[src/status_bank_pkg.sv]
// Notes on behaviour
// multi-terminal mode: port B bits show terminals busy
// macro repeat count, non-procedure mode 16-bit receive count
// trace bits 0/1 show any trace running
// trace word bits 02-05 read zero
// bits 06/07 report echoback disabled
// port A error code bits 08-11, six values
// port B error code bits 12-15, same codes
// port A case bits 0-3, step 4-7
// bit 15 stored flag; bits 08-14 zero
// port B execution word, same layout
// controller writes restart bits 00/01
// bits 02/03 start or stop continuous trace
// bits 04/05 start or stop short trace
// bits 06/07 request echoback disable
// bits 08/12 show instruction executing
// bits 09/13 show step error processing
// bits 10/14 show sequence ended
// abort bits 11/15 stop running sequence
// request bits except echoback 06/07 clear once engine accepts them
// reset clears every flag, counter and request
//
// package: register indices, field positions, carrier types
// assumes a wishbone bus of 32-bit words, one register a word

package status_bank_pkg;

  // ------------------------------------------------------------
  // register indices; byte address is four times the index
  // ------------------------------------------------------------
  localparam logic [9:0] IDX_PORT_B_WORD = 10'h11d;
  localparam logic [9:0] IDX_TRACE_WORD  = 10'h11e;
  localparam logic [9:0] IDX_EXEC_A      = 10'h11f;
  localparam logic [9:0] IDX_EXEC_B      = 10'h120;
  localparam logic [9:0] IDX_REQ_WORD    = 10'h121;

  // ------------------------------------------------------------
  // field positions
  // ------------------------------------------------------------
  localparam int BIT_TRACE_ACT  = 0;  // +port
  localparam int BIT_ECHO_STAT  = 6;  // +port
  localparam int POS_ERR_CODE   = 8;  // +4*port
  localparam int POS_CASE       = 0;
  localparam int POS_STEP       = 4;
  localparam int BIT_STORED     = 15;
  localparam int BIT_RESTART    = 0;  // +port
  localparam int BIT_CONT_TRACE = 2;  // +port
  localparam int BIT_SHORT_TR   = 4;  // +port
  localparam int BIT_ECHO_REQ   = 6;  // +port
  localparam int BIT_INSTR_BUSY = 8;  // +4*port
  localparam int BIT_STEP_ERR   = 9;  // +4*port
  localparam int BIT_SEQ_END    = 10; // +4*port
  localparam int BIT_ABORT      = 11; // +4*port
  localparam int PORT_STRIDE    = 4;

  // reset value of every stored word
  localparam logic [15:0] WORD_RESET = 16'h0000;
  // answer to an unmapped index
  localparam logic [31:0] UNMAPPED_DATA = 32'h0000_0000;

  // ------------------------------------------------------------
  // port operating modes, one-hot
  // ------------------------------------------------------------
  typedef enum logic [3:0] {
    MODE_OTHER   = 4'h1,
    MODE_MULTI   = 4'h2,
    MODE_MACRO   = 4'h4,
    MODE_NONPROC = 4'h8
  } port_mode_t;

  // macro error codes
  typedef enum logic [3:0] {
    MERR_NONE     = 4'h0,
    MERR_NO_MACRO = 4'h1,
    MERR_SEQ_NUM  = 4'h2,
    MERR_AREA     = 4'h3,
    MERR_PROTO    = 4'h4,
    MERR_INIT     = 4'h5
  } macro_err_t;

  // ------------------------------------------------------------
  // carriers between the bank and each port engine
  // ------------------------------------------------------------
  typedef struct packed {
    port_mode_t  mode;
    logic [7:0]  terminal_busy;  // terminal_zero..terminal_seven
    logic [15:0] repeat_count;
    logic [15:0] rx_count;
    logic        trace_active;
    logic        echo_disabled;
    macro_err_t  macro_err;
    logic [3:0]  exec_case;
    logic [3:0]  exec_step;
    logic        exec_store;     // one-cycle pulse
    logic        instr_busy;
    logic        step_err;
    logic        seq_end;
  } port_status_t;

  typedef struct packed {
    logic restart;
    logic cont_trace;
    logic short_trace;
    logic echo_disable;
    logic abort;
  } port_ctrl_t;

  typedef struct packed {
    logic restart;
    logic cont_trace;
    logic short_trace;
    logic abort;
  } port_ack_t;

endpackage : status_bank_pkg

[src/dual_port_status_control_bank.sv]
// status and control word bank shared by two serial ports
// assumes a classic wishbone master and two port engines that
// are synchronous to clk_sys_i and acknowledge each request
//
// Design decision made here: the Wishbone interface to the registers.

`timescale 1ns/1ps
`default_nettype none

module dual_port_status_control_bank #(
  parameter int ADDR_W = 12
) (
  input  wire logic                        clk_sys_i,
  input  wire logic                        rst_i,
  input  wire logic                        ce_i,
  // wishbone classic slave
  input  wire logic                        wb_cyc_i,
  input  wire logic                        wb_stb_i,
  input  wire logic                        wb_we_i,
  input  wire logic [ADDR_W-1:0]           wb_adr_i,
  input  wire logic [3:0]                  wb_sel_i,
  input  wire logic [31:0]                 wb_dat_i,
  output logic      [31:0]                 wb_dat_o,
  output logic                             wb_ack_o,
  // port engines, index 0 is port A, 1 is port B
  input  wire status_bank_pkg::port_status_t [1:0] stat_i,
  input  wire status_bank_pkg::port_ack_t    [1:0] ack_i,
  output status_bank_pkg::port_ctrl_t        [1:0] ctrl_o
);

  import status_bank_pkg::*;

  // ------------------------------------------------------------
  // bus decode
  // ------------------------------------------------------------

  // a new request is seen once, the cycle before ack rises
  logic       bus_take;
  // write strobe to the request word, low byte lane
  logic       wr_lo;
  // write strobe to the request word, high byte lane
  logic       wr_hi;
  // word index taken from the byte address
  logic [9:0] bus_idx;

  assign bus_take = wb_cyc_i & wb_stb_i & ~wb_ack_o;
  assign bus_idx  = 10'(wb_adr_i[ADDR_W-1:2]);
  assign wr_lo    = bus_take & wb_we_i & wb_sel_i[0]
                    & (bus_idx == IDX_REQ_WORD);
  assign wr_hi    = bus_take & wb_we_i & wb_sel_i[1]
                    & (bus_idx == IDX_REQ_WORD);

  // ------------------------------------------------------------
  // per-port state
  // ------------------------------------------------------------

  // sampled engine status, one cycle behind the engine
  port_status_t [1:0] stat_q;
  // latched case and step numbers
  logic [3:0]         case_q [2];
  logic [3:0]         step_q [2];
  // case and step have been stored
  logic [1:0]         stored_q;
  // pending requests toward the engines
  logic [1:0]         req_restart;
  logic [1:0]         req_cont;
  logic [1:0]         req_short;
  logic [1:0]         req_abort;
  // echoback disable is a level, not a request
  logic [1:0]         echo_req;
  // port is in macro mode, from the sampled mode
  logic [1:0]         in_macro;

  for (genvar p = 0; p < 2; p++) begin : g_port

    assign in_macro[p] = (stat_q[p].mode == MODE_MACRO);

    // sample engine status every enabled cycle
    always_ff @(posedge clk_sys_i or posedge rst_i) begin
      if (rst_i) begin
        // all cleared
        stat_q[p] <= '0;
      end else if (ce_i) begin
        stat_q[p] <= stat_i[p];
      end
    end

    // case and step capture on the engine's store pulse
    always_ff @(posedge clk_sys_i or posedge rst_i) begin
      if (rst_i) begin
        case_q[p] <= 4'h0;
        step_q[p] <= 4'h0;
      end else if (ce_i && stat_i[p].exec_store) begin
        // latch case and step
        case_q[p] <= stat_i[p].exec_case;
        step_q[p] <= stat_i[p].exec_step;
      end
    end

    // stored flag: set by store, cleared by accepted restart;
    // the store wins so a fresh value is never hidden
    always_ff @(posedge clk_sys_i or posedge rst_i) begin
      if (rst_i) begin
        stored_q[p] <= 1'b0;
      end else if (ce_i) begin
        // stored flag
        if (stat_i[p].exec_store) begin
          stored_q[p] <= 1'b1;
        end else if (req_restart[p] && ack_i[p].restart) begin
          stored_q[p] <= 1'b0;
        end
      end
    end

    // restart request, accepted in every mode
    always_ff @(posedge clk_sys_i or posedge rst_i) begin
      if (rst_i) begin
        req_restart[p] <= 1'b0;
      end else if (ce_i) begin
        // restart request
        // clear on accept, new write wins
        req_restart[p] <= (wr_lo & wb_dat_i[BIT_RESTART + p])
                          | (req_restart[p] & ~ack_i[p].restart);
      end
    end

    // trace requests, ignored outside macro mode
    always_ff @(posedge clk_sys_i or posedge rst_i) begin
      if (rst_i) begin
        req_cont[p]  <= 1'b0;
        req_short[p] <= 1'b0;
      end else if (ce_i) begin
        // continuous trace toggle
        req_cont[p]  <= (wr_lo & in_macro[p]
                         & wb_dat_i[BIT_CONT_TRACE + p])
                        | (req_cont[p] & ~ack_i[p].cont_trace);
        // short trace toggle
        req_short[p] <= (wr_lo & in_macro[p]
                         & wb_dat_i[BIT_SHORT_TR + p])
                        | (req_short[p] & ~ack_i[p].short_trace);
      end
    end

    // abort request, macro mode only
    always_ff @(posedge clk_sys_i or posedge rst_i) begin
      if (rst_i) begin
        req_abort[p] <= 1'b0;
      end else if (ce_i) begin
        // abort running sequence
        req_abort[p] <= (wr_hi & in_macro[p]
                         & wb_dat_i[BIT_ABORT + PORT_STRIDE * p])
                        | (req_abort[p] & ~ack_i[p].abort);
      end
    end

    // echoback disable level, held until rewritten
    always_ff @(posedge clk_sys_i or posedge rst_i) begin
      if (rst_i) begin
        echo_req[p] <= 1'b0;
      end else if (ce_i && wr_lo) begin
        // echoback disable request
        echo_req[p] <= wb_dat_i[BIT_ECHO_REQ + p];
      end
    end

    // requests leave straight from their flops
    assign ctrl_o[p].restart      = req_restart[p];
    assign ctrl_o[p].cont_trace   = req_cont[p];
    assign ctrl_o[p].short_trace  = req_short[p];
    assign ctrl_o[p].abort        = req_abort[p];
    assign ctrl_o[p].echo_disable = echo_req[p];
  end

  // ------------------------------------------------------------
  // read words
  // ------------------------------------------------------------

  // port B terminal, repeat or receive word
  logic [15:0] word_port_b;
  // trace, echo and macro error word
  logic [15:0] word_trace;
  // execution words
  logic [15:0] word_exec [2];
  // request and sequence word
  logic [15:0] word_req;

  // port B word follows the port's mode
  always_comb begin
    word_port_b = WORD_RESET;
    unique case (stat_q[1].mode)
      // terminal busy flags
      MODE_MULTI: begin
        word_port_b[7:0] = stat_q[1].terminal_busy;
      end
      // repeat counter in macro
      MODE_MACRO: begin
        word_port_b = stat_q[1].repeat_count;
      end
      // full receive counter
      MODE_NONPROC: begin
        word_port_b = stat_q[1].rx_count;
      end
      MODE_OTHER: begin
        word_port_b = WORD_RESET;
      end
      // mode lines come from outside and may be illegal
      default: begin
        word_port_b = WORD_RESET;
      end
    endcase
  end

  // trace and error word; reserved bits stay zero
  always_comb begin
    // reserved bits read zero
    word_trace = WORD_RESET;
    for (int p = 0; p < 2; p++) begin
      // trace running, macro mode
      word_trace[BIT_TRACE_ACT + p] =
        stat_q[p].trace_active & in_macro[p];
      // echoback disabled status
      word_trace[BIT_ECHO_STAT + p] =
        stat_q[p].echo_disabled & in_macro[p];
    end
    // port A error code
    word_trace[POS_ERR_CODE +: 4] = stat_q[0].macro_err;
    // port B error code
    word_trace[POS_ERR_CODE + PORT_STRIDE +: 4] =
      stat_q[1].macro_err;
  end

  // execution words, one per port, unused bits zero
  always_comb begin
    for (int p = 0; p < 2; p++) begin
      // same layout for port B
      word_exec[p]               = WORD_RESET;
      word_exec[p][POS_CASE +: 4] = case_q[p];
      word_exec[p][POS_STEP +: 4] = step_q[p];
      // stored flag in bit 15
      word_exec[p][BIT_STORED]    = stored_q[p];
    end
  end

  // request word: pending requests and engine flags
  always_comb begin
    word_req = WORD_RESET;
    for (int p = 0; p < 2; p++) begin
      word_req[BIT_RESTART + p]    = req_restart[p];
      word_req[BIT_CONT_TRACE + p] = req_cont[p];
      word_req[BIT_SHORT_TR + p]   = req_short[p];
      word_req[BIT_ECHO_REQ + p]   = echo_req[p];
      // instruction executing
      word_req[BIT_INSTR_BUSY + PORT_STRIDE * p] =
        stat_q[p].instr_busy;
      // step error processing
      word_req[BIT_STEP_ERR + PORT_STRIDE * p] =
        stat_q[p].step_err & in_macro[p];
      // sequence ended
      word_req[BIT_SEQ_END + PORT_STRIDE * p] =
        stat_q[p].seq_end & in_macro[p];
      word_req[BIT_ABORT + PORT_STRIDE * p] = req_abort[p];
    end
  end

  // ------------------------------------------------------------
  // bus answer
  // ------------------------------------------------------------

  // one wait state: ack the cycle after the strobe, drop after
  always_ff @(posedge clk_sys_i or posedge rst_i) begin
    if (rst_i) begin
      wb_ack_o <= 1'b0;
    end else if (ce_i) begin
      wb_ack_o <= bus_take;
    end
  end

  // read data registered with the ack; unmapped reads zero
  always_ff @(posedge clk_sys_i or posedge rst_i) begin
    if (rst_i) begin
      wb_dat_o <= UNMAPPED_DATA;
    end else if (ce_i && bus_take) begin
      unique case (bus_idx)
        IDX_PORT_B_WORD: wb_dat_o <= {16'h0000, word_port_b};
        IDX_TRACE_WORD:  wb_dat_o <= {16'h0000, word_trace};
        IDX_EXEC_A:      wb_dat_o <= {16'h0000, word_exec[0]};
        IDX_EXEC_B:      wb_dat_o <= {16'h0000, word_exec[1]};
        IDX_REQ_WORD:    wb_dat_o <= {16'h0000, word_req};
        // unmapped index still answers
        default:         wb_dat_o <= UNMAPPED_DATA;
      endcase
    end
  end

endmodule : dual_port_status_control_bank

`default_nettype wire

[config.mk]
export PLATFORM = sky130hd
export DESIGN_NAME = dual_port_status_control_bank
export DESIGN_NICKNAME = d
export VERILOG_FILES = /design/src/status_bank_pkg.sv /design/src/dual_port_status_control_bank.sv
export SDC_FILE = /design/constraint.sdc
export NUM_CORES = 1
export LEC_CHECK = 0
export BUFFER_PORTS_ARGS = -buffer_cell sky130_fd_sc_hd__buf_2
export CELL_PAD_IN_SITES_DETAIL_PLACEMENT = 1
export CELL_PAD_IN_SITES_GLOBAL_PLACEMENT = 1
export CORE_AREA = 4 4 124 126
export CTS_CLUSTER_DIAMETER = 150
export CTS_CLUSTER_SIZE = 10
export DETAILED_ROUTE_END_ITERATION = 10
export DIE_AREA = 0 0 128 130
export PLACE_DENSITY_LB_ADDON = 0.1
export SYNTH_ARGS = -nofsm -noshare
export SYNTH_HDL_FRONTEND = slang
export SYNTH_SLANG_ARGS = --single-unit
[constraint.sdc]
create_clock -name clk_sys_i -period 3.7 [get_ports clk_sys_i]
set_input_delay 0.37 -clock clk_sys_i [delete_from_list [all_inputs] [get_ports clk_sys_i]]
set_output_delay 0.37 -clock clk_sys_i [all_outputs]
set_load 0.05 [all_outputs]
# ---- Yosys cells after proc, flatten, opt, wreduce, memory -nomap -nowiden
# Cells that the tools add are included.
dict set report word_totals {
  register_bits 127
  inputBits 186
  output_inout_bits 43
  word_cells 113
}
dict set report classes {
  eq_ne 9
  muxes 7
  bitwise 52
  reduce_logical 10
}
# op n
set op_table {}
lappend op_table {{16-bit case mux with 5 select lines} 1}
lappend op_table {{10-bit by 9-bit equality test with 1-bit output, second input constant} 5}
lappend op_table {{1-bit bitwise AND} 35}
lappend op_table {{8-bit case mux with 3 select lines} 1}
lappend op_table {{8-bit case mux with 2 select lines} 1}
lappend op_table {{1-bit inverter} 9}
lappend op_table {{4-bit by 3-bit equality test with 1-bit output, second input constant} 2}
lappend op_table {{1-bit bitwise OR} 8}
lappend op_table {{1-bit logical AND} 6}
lappend op_table {{4-bit by 2-bit equality test with 1-bit output, second input constant} 1}
lappend op_table {{4-bit equality test, second input constant} 1}
lappend op_table {{1-bit 2-to-1 mux} 4}
lappend op_table {{2-bit AND reduction} 2}
lappend op_table {{2-bit nonzero test} 2}

# ---- Depth between registers and ports, before layout
# Gate-level depths: netlist (run 1).
dict set report depth {
  word_depth 8
  mapped_depth 8
  depth_no_buf 5
}

# ---- Worst setup path after synthesis (run 1)
# Ideal clock, no wire load.
dict set report synth_path {
  kind {input to register}
  start {in wb_adr_i[3]}
  end {reg echo_req[0] (netlist: ctrl_o[1])}
  setup_ns 0.125
  arrival_time_ns 1.806
  required_ns 3.575
  setup_slack_ns 1.769
  path_stages 8
  path_buffers 4
  cell_sequence {buf_6 nor4bb_4 buf_6 and3_1 buf_4 and4_1 buf_6 mux2_4}
}
dict set report synth_via {
  elab_chain_cells 3
}
# item line_no
set synth_rtl {}
lappend synth_rtl {{start: declaration} dual_port_status_control_bank.sv:20} ;# input wire logic [ADDR_W-1:0] wb_adr_i,
lappend synth_rtl {{10-bit by 9-bit equality test with 1-bit output} dual_port_status_control_bank.sv:49} ;# & (bus_idx == IDX_REQ_WORD);
lappend synth_rtl {{1-bit bitwise AND} dual_port_status_control_bank.sv:49}
lappend synth_rtl {{1-bit logical AND} dual_port_status_control_bank.sv:160} ;# end else if (ce_i && wr_lo) begin
lappend synth_rtl {{end signal: indexed assignment} dual_port_status_control_bank.sv:162} ;# echo_req[p] <= wb_dat_i[BIT_ECHO_REQ + p];
lappend synth_rtl {{end: declaration} dual_port_status_control_bank.sv:70} ;# logic [1:0] echo_req;
# No other way between the ends.
# A chain may end at the register's enable or synchronous reset.

# ---- Final worst setup path (run 1)
dict set report layout_path {
  start {reg wb_ack_o}
  end {reg echo_req[1] (netlist: ctrl_o[6])}
}
dict set report layout_via {
  elab_chain_cells 6
}
# item line_no
set layout_rtl {}
lappend layout_rtl {{start: declaration} dual_port_status_control_bank.sv:24} ;# output logic wb_ack_o,
lappend layout_rtl {{start signal: assignment} dual_port_status_control_bank.sv:274} ;# wb_ack_o <= bus_take;
lappend layout_rtl {{1-bit inverter} dual_port_status_control_bank.sv:46} ;# assign bus_take = wb_cyc_i & wb_stb_i & ~wb_ack_o;
lappend layout_rtl {{1-bit bitwise AND} dual_port_status_control_bank.sv:46}
lappend layout_rtl {{1-bit bitwise AND (2 in a row)} dual_port_status_control_bank.sv:48} ;# assign wr_lo = bus_take & wb_we_i & wb_sel_i[0]
lappend layout_rtl {{1-bit bitwise AND} dual_port_status_control_bank.sv:49}
lappend layout_rtl {{1-bit logical AND} dual_port_status_control_bank.sv:160}
# No other way between the ends.

==> results.sh, run 1 <==
export IMPL_syn_avg_cell_area_um2=12.3
export IMPL_clk_pin_slew_ns=0.07
export IMPL_max_freq_mhz=459
export IMPL_cts_tree="yes"
export IMPL_synth_xor_area_share_pct=0.172
export IMPL_cp_arrival_ns=2.42
export IMPL_antenna_cells=0
export IMPL_ys_ff_latch=111
export IMPL_final_common_cell="buf_2"
export IMPL_wl_per_cell_um=19.2
export IMPL_drt_drc_violations_left=0
export IMPL_ir_drop_v=0.000229
export IMPL_gp_congestion=0.768
export IMPL_cts_setup_buffers=0
export IMPL_antenna_found_initial=1
export IMPL_viasPerCell=5.15
export IMPL_setup_viol=0
export IMPL_die_area_mm2=0.0166
export IMPL_die_h_um=130
export IMPL_power_leakage_nw=2.86
export IMPL_drive_gt1_share_pct=46.3
export IMPL_nNetsFinal=740
export IMPL_swShare_pct=27.1
export IMPL_status="finished, final reports clean"
export IMPL_cts_root_buf="clkbuf_16"
export IMPL_ys_flop_type="dfrtp_1"
export IMPL_seqPwrFrac_pct=47.9
export IMPL_synthSimpleGateAreaFrac_pct=9.16
export IMPL_cts_buffers_inserted=9
export IMPL_rows=44
export IMPL_grt_pass1_vias=4031
export IMPL_fin_cells=743
export IMPL_cap_violations=0
export IMPL_synth_fa_ha_area_share_pct=0
export IMPL_min_period_ns=2.18
export IMPL_tightest_slew_ns=0.973
export IMPL_mostFrequentLayoutCells="145 x buf_2, 111 x dfrtp_1, 83 x mux2_2"
export IMPL_power_density_mw_per_mm2=467
export IMPL_fp_dieW_um=128
export IMPL_switching_power_uw=795
export IMPL_clock_power_share_pct=35.8
export IMPL_grt_ovfl_total=0
export IMPL_power_mw=2.93
export IMPL_path_class="flop to flop"
export IMPL_vias=3826
export IMPL_async_flop_share_pct=100
export IMPL_timing_setup_tns_ns=0
export IMPL_cts_hold_buffers=0
export IMPL_synth_cell_types=43
export IMPL_synth_edf_count=0
export IMPL_muxShareOfSynthArea_pct=19.3
export IMPL_numPortBuffers=146
export IMPL_hpwl_um=10700
export IMPL_relSlewSlack_pct=34.3
export IMPL_cts_num_sinks=111
export IMPL_finalCritPeriodShare_pct=58.9
export IMPL_clock_latency_ns=0.35
export IMPL_core_area_mm2=0.0143
export IMPL_final_util_pct=43.9
export IMPL_drtAntennaViolNets=0
export IMPL_yosysWarnings=0
export IMPL_track_usage_pct=17.3
export IMPL_io_pins=229
export IMPL_start_util_pct=35.6
export IMPL_routed_wirelength_um=14200
export IMPL_p_int_mw=2.14
export IMPL_synth_top_family_by_area="multiplexers"
export IMPL_cts_max_level=3
export IMPL_dr_pass1_iters=4
export IMPL_ys_seq_area_share_pct=54.5
export IMPL_synth_compound_area_share_pct=12.0
export IMPL_syn_inst=414
export IMPL_maxSlewViolCount=0
export IMPL_ctsResizeCount=0
export IMPL_grt_max_degree=62
export IMPL_cts_buffer_depth=2
export IMPL_final_fill_count=1606
export IMPL_comb_power_share_pct=16.3
export IMPL_crit_path_max_fanout=17
export IMPL_startpoint_type="flop"
export IMPL_clock_skew_final_ns=0.00334
export IMPL_hold_viol_final=0
export IMPL_rsz0062_at_grt="no"
export IMPL_dpl_cell_count=727
export IMPL_syn_cell_area_mm2=0.00510
export IMPL_drtIter0Drc=127
export IMPL_syn_to_final_growth_pct=23.3
export IMPL_critPathRequiredTime_ns=3.94
export IMPL_endpoint_kind="flop"
export IMPL_grt_pass1_wl_um=22000
export IMPL_hp_class="input port to asynchronous set/reset pin"
==> state kept, by name, indices dropped and copies added (netlist names) <==
register and flops:
stored_q 2, step_q 8, stat_q 66, ctrl_o 10, case_q 8, wb_dat_o 16
wb_ack_o 1
==> metrics by stage <==
stage                     hold WS [ns]  setup slack [ns]  cell area, um^2
after floorplan                  0.440             0.399             5150
after global placement           0.468              1.26             5960
after detailed placement         0.480              1.21             5960
after CTS                        0.184              1.48             6290
after global routing             0.216              1.35             6290
final                            0.168              1.52             6290
==> cell usage after synthesis (3+ instances only) <==
cell type	number	share of area (%)
nand2_1	33	2.4
a32o_1	8	1.6
a22o_1	9	1.5
nor3_1	4	0.39
and3_1	4	0.49
nor4_1	3	0.37
a221oi_1	3	0.52
buf_6	3	0.66
o21ai_0	18	1.8
a221o_1	3	0.59
dfrtp_1	111	54
nor4b_1	3	0.52
mux2_2	83	18
nor2_1	18	1.3
buf_4	17	2.5
nor2b_1	4	0.49
and4_1	4	0.69
a21oi_1	17	1.7
clkbuf_1	15	1.1
a22oi_1	23	3.4
==> power groups by stage <==
stage	Clock [mW]	Combinational, mW	Sequential [mW]
2_1_floorplan	0	0.270	1.48
6_report	1.05	0.479	1.40
5_1_grt	1.13	0.523	1.42
3_5_place_dp	0	0.487	1.43
4_1_cts	1.09	0.488	1.40
3_3_place_gp	0	0.477	1.42
==> cells by family after synthesis <==
| family | after synthesis |
|---|---|
| other | 1 |
| muxes | 87 |
| and+or+nand+nor | 85 |
| xor gates and xnor gates | 1 |
| DFF | 111 |
| AOI/OAI and AO/OA | 88 |
| buffers and inverters | 41 |
==> layout make-up <==
type | count | area (um^2) | share of cell area, %
Clock buffer | 11 | 243 | 3.86
Clock inverter | 5 | 81.3 | 1.29
Inverter | 2 | 10.0 | 0.159
Multi-Input combinational cell | 277 | 2150 | 34.1
Sequential cell | 111 | 2780 | 44.2
Tap cell | 184 | 230 | 3.66
Timing Repair Buffer | 153 | 798 | 12.7
==> routing by layer <==
| metal | global-route usage (%) | share of wire [%] |
|---|---|---|
| met1 | 23.3 | 46 |
| met2 | 27.2 | 46 |
| met3 | 4.30 | 6.7 |
| met4 | 6.37 | 1.9 |
| met5 | 0 | 0.091 |
==> path summary, 6_finish.rpt <==
| check | slack (ns) | cells past startpoint | startpoint | end |
|---|---|---|---|---|
| max | 1.52 | 4 | wb_ack_o | ctrl_o[6] |
| max in group asynchronous | 2.75 | 3 | rst_i | ctrl_o[8] |
| min in group clk_sys_i | 0.25 | 2 | wb_dat_i[6] | ctrl_o[1] |
| min | 0.17 | 2 | rst_i | stat_q[92] |
| min reg2reg | 0.49 | 2 | stored_q[1] | stored_q[1] |
| max reg2reg | 1.52 | 4 | wb_ack_o | ctrl_o[6] |
==> worst max-delay path, cell delays in order, from the launching register on <==
cell     delay [ns]
dfrtp_1        0.39
inv_1          0.09
and4_1         0.65
and4_1         0.59
mux2_4         0.34
(Power assumes the default switching activity.)
==> run 2, diff against run 1 <==
--- a/config.mk
+++ b/config.mk
@@ -8,11 +8,11 @@
 export BUFFER_PORTS_ARGS = -buffer_cell sky130_fd_sc_hd__buf_2
 export CELL_PAD_IN_SITES_DETAIL_PLACEMENT = 1
 export CELL_PAD_IN_SITES_GLOBAL_PLACEMENT = 1
-export CORE_AREA = 4 4 124 126
+export CORE_AREA = 4 4 132 134
 export CTS_CLUSTER_DIAMETER = 150
 export CTS_CLUSTER_SIZE = 10
 export DETAILED_ROUTE_END_ITERATION = 10
-export DIE_AREA = 0 0 128 130
+export DIE_AREA = 0 0 136 138
 export PLACE_DENSITY_LB_ADDON = 0.1
 export SYNTH_ARGS = -nofsm -noshare
 export SYNTH_HDL_FRONTEND = slang
==> constraint.sdc (replaced) <==
create_clock -name clk_sys_i -period 2 [get_ports clk_sys_i]
set_input_delay 0.2 -clock clk_sys_i [delete_from_list [all_inputs] [get_ports clk_sys_i]]
set_output_delay 0.2 -clock clk_sys_i [all_outputs]
set_load 0.05 [all_outputs]
==> results.sh, run 2 (synthesis gave the netlist of run 1 again) <==
export IMPL_start_util_pct=31.3
export IMPL_cts_buffer_depth=2
export IMPL_drive_gt1_share_pct=48.3
export IMPL_antenna_cells=0
export IMPL_endpoint_kind="flop"
export IMPL_gp_congestion=0.788
export IMPL_max_freq_mhz=557
export IMPL_status="finished, final reports clean"
export IMPL_cts_setup_buffers=0
export IMPL_dr_pass1_iters=4
export IMPL_die_area_mm2=0.0188
export IMPL_routed_wirelength_um=15300
export IMPL_clk_pin_slew_ns=0.07
export IMPL_startpoint_type="flop"
export IMPL_critPathRequiredTime_ns=2.25
export IMPL_nNetsFinal=757
export IMPL_grt_max_degree=112
export IMPL_antenna_found_initial=0
export IMPL_cap_violations=0
export IMPL_cts_root_buf="clkbuf_16"
export IMPL_vias=3878
export IMPL_power_mw=5.21
export IMPL_path_class="flop to flop"
export IMPL_numPortBuffers=146
export IMPL_cts_num_sinks=111
export IMPL_maxSlewViolCount=0
export IMPL_fp_dieW_um=136
export IMPL_hold_slack_ns=0.0219
export IMPL_crit_path_max_fanout=8
export IMPL_power_density_mw_per_mm2=811
export IMPL_viasPerCell=4.87
export IMPL_clock_latency_ns=0.36
export IMPL_hp_class="input port to asynchronous set/reset pin"
export IMPL_regMostFlops="stat_q"
export IMPL_wl_per_cell_um=19.2
export IMPL_ir_drop_v=0.000427
export IMPL_final_common_cell="buf_2"
export IMPL_power_leakage_nw=2.91
export IMPL_hpwl_um=11600
export IMPL_cp_arrival_ns=2.04
export IMPL_finalCritPeriodShare_pct=89.7
export IMPL_syn_to_final_growth_pct=26.1
export IMPL_relSlewSlack_pct=59.9
export IMPL_min_period_ns=1.79
export IMPL_core_area_mm2=0.0163
export IMPL_final_fill_count=1808
export IMPL_cts_max_level=3
export IMPL_grt_pass1_wl_um=23700
export IMPL_grt_pass1_vias=4211
export IMPL_setup_viol=0
export IMPL_drt_drc_violations_left=0
export IMPL_final_util_pct=39.5
export IMPL_die_h_um=138
export IMPL_io_pins=229
export IMPL_drtAntennaViolNets=0
export IMPL_timing_setup_tns_ns=0
export IMPL_cts_tree="yes"
export IMPL_rows=47
export IMPL_track_usage_pct=16.4
export IMPL_cts_buffers_inserted=9
export IMPL_mostFrequentLayoutCells="145 x buf_2, 111 x dfrtp_1, 83 x mux2_2"
export IMPL_grt_ovfl_total=0
export IMPL_hold_viol_final=0
export IMPL_drtIter0Drc=147
export IMPL_clock_skew_final_ns=0.0102
export IMPL_largest_register_ffs=66
export IMPL_rsz0062_at_grt="no"
export IMPL_tightest_slew_ns=0.602
==> run 2: critical path, cell delays in order (launching register included) <==
cell and delay, ns:
dfrtp_1 0.46, nor2b_1 0.20, buf_4 0.18, a22oi_1 0.23
nor3_1 0.12, a221o_1 0.29, a22o_1 0.20
==> run 2: metal layers <==
layer / wire length (um) / track usage, % / share of wire [%] / vias up
li1: - / - / - / 1809
met1: 6880 / 22.3 / 45 / 1952
met2: 7360 / 26.3 / 48 / 103
met3: 886 / 4.47 / 5.8 / 14
met4: 141 / 3.61 / 0.92 / 0
met5: 0 / 0 / 0 / -
==> run 2: path summary, 6_finish.rpt <==
| path | to | startpoint | slack [ns] | depth (start not counted) |
|---|---|---|---|---|
| setup reg to reg | wb_dat_o[11] | stat_q[122] | 0.21 | 6 |
| hold / removal | stat_q[91] | rst_i | 0.02 | 3 |
| min in group clk_sys_i | ctrl_o[4] | wb_dat_i[0] | 0.06 | 2 |
| setup / recovery | wb_dat_o[11] | stat_q[122] | 0.21 | 6 |
| max in group asynchronous | stat_q[77] | rst_i | 1.54 | 3 |
| hold reg to reg | stored_q[1] | stored_q[1] | 0.49 | 2 |
==> run 2: timing repair <==
action                                  4_1_cts  5_1_grt
hold buffers                                  0        0
resized for setup                             0        1
endpoints found under the setup margin        0        2
==> run 2: cell type report <==
class	instances	area, um^2	area share [%]
clock inverters	7	48.8	0.759
well taps	220	275	4.28
repair buffers	170	938	14.6
multi-input cells	277	2150	33.5
flip-flops and latches	111	2780	43.2
inverters	2	11.3	0.175
clock buffers	9	225	3.50
==> run 2: metrics by stage <==
step           area, um^2  setup slack (ns)  cells
6_report             6430             0.205    796
3_3_place_gp         6150             0.205    780
3_5_place_dp         6150             0.189    780
5_1_grt              6430            0.0157    796
4_1_cts              6420             0.191    796
2_1_floorplan        5160             0.186    429
==> run 2: where the power goes <==
group	internal, mW	switching [mW]	leakage, nW	total, mW
clock network	0.845	0.847	0.124	1.69
logic	0.381	0.544	1.45	0.925
registers	2.46	0.132	1.33	2.60
total	3.69	1.52	2.91	5.21
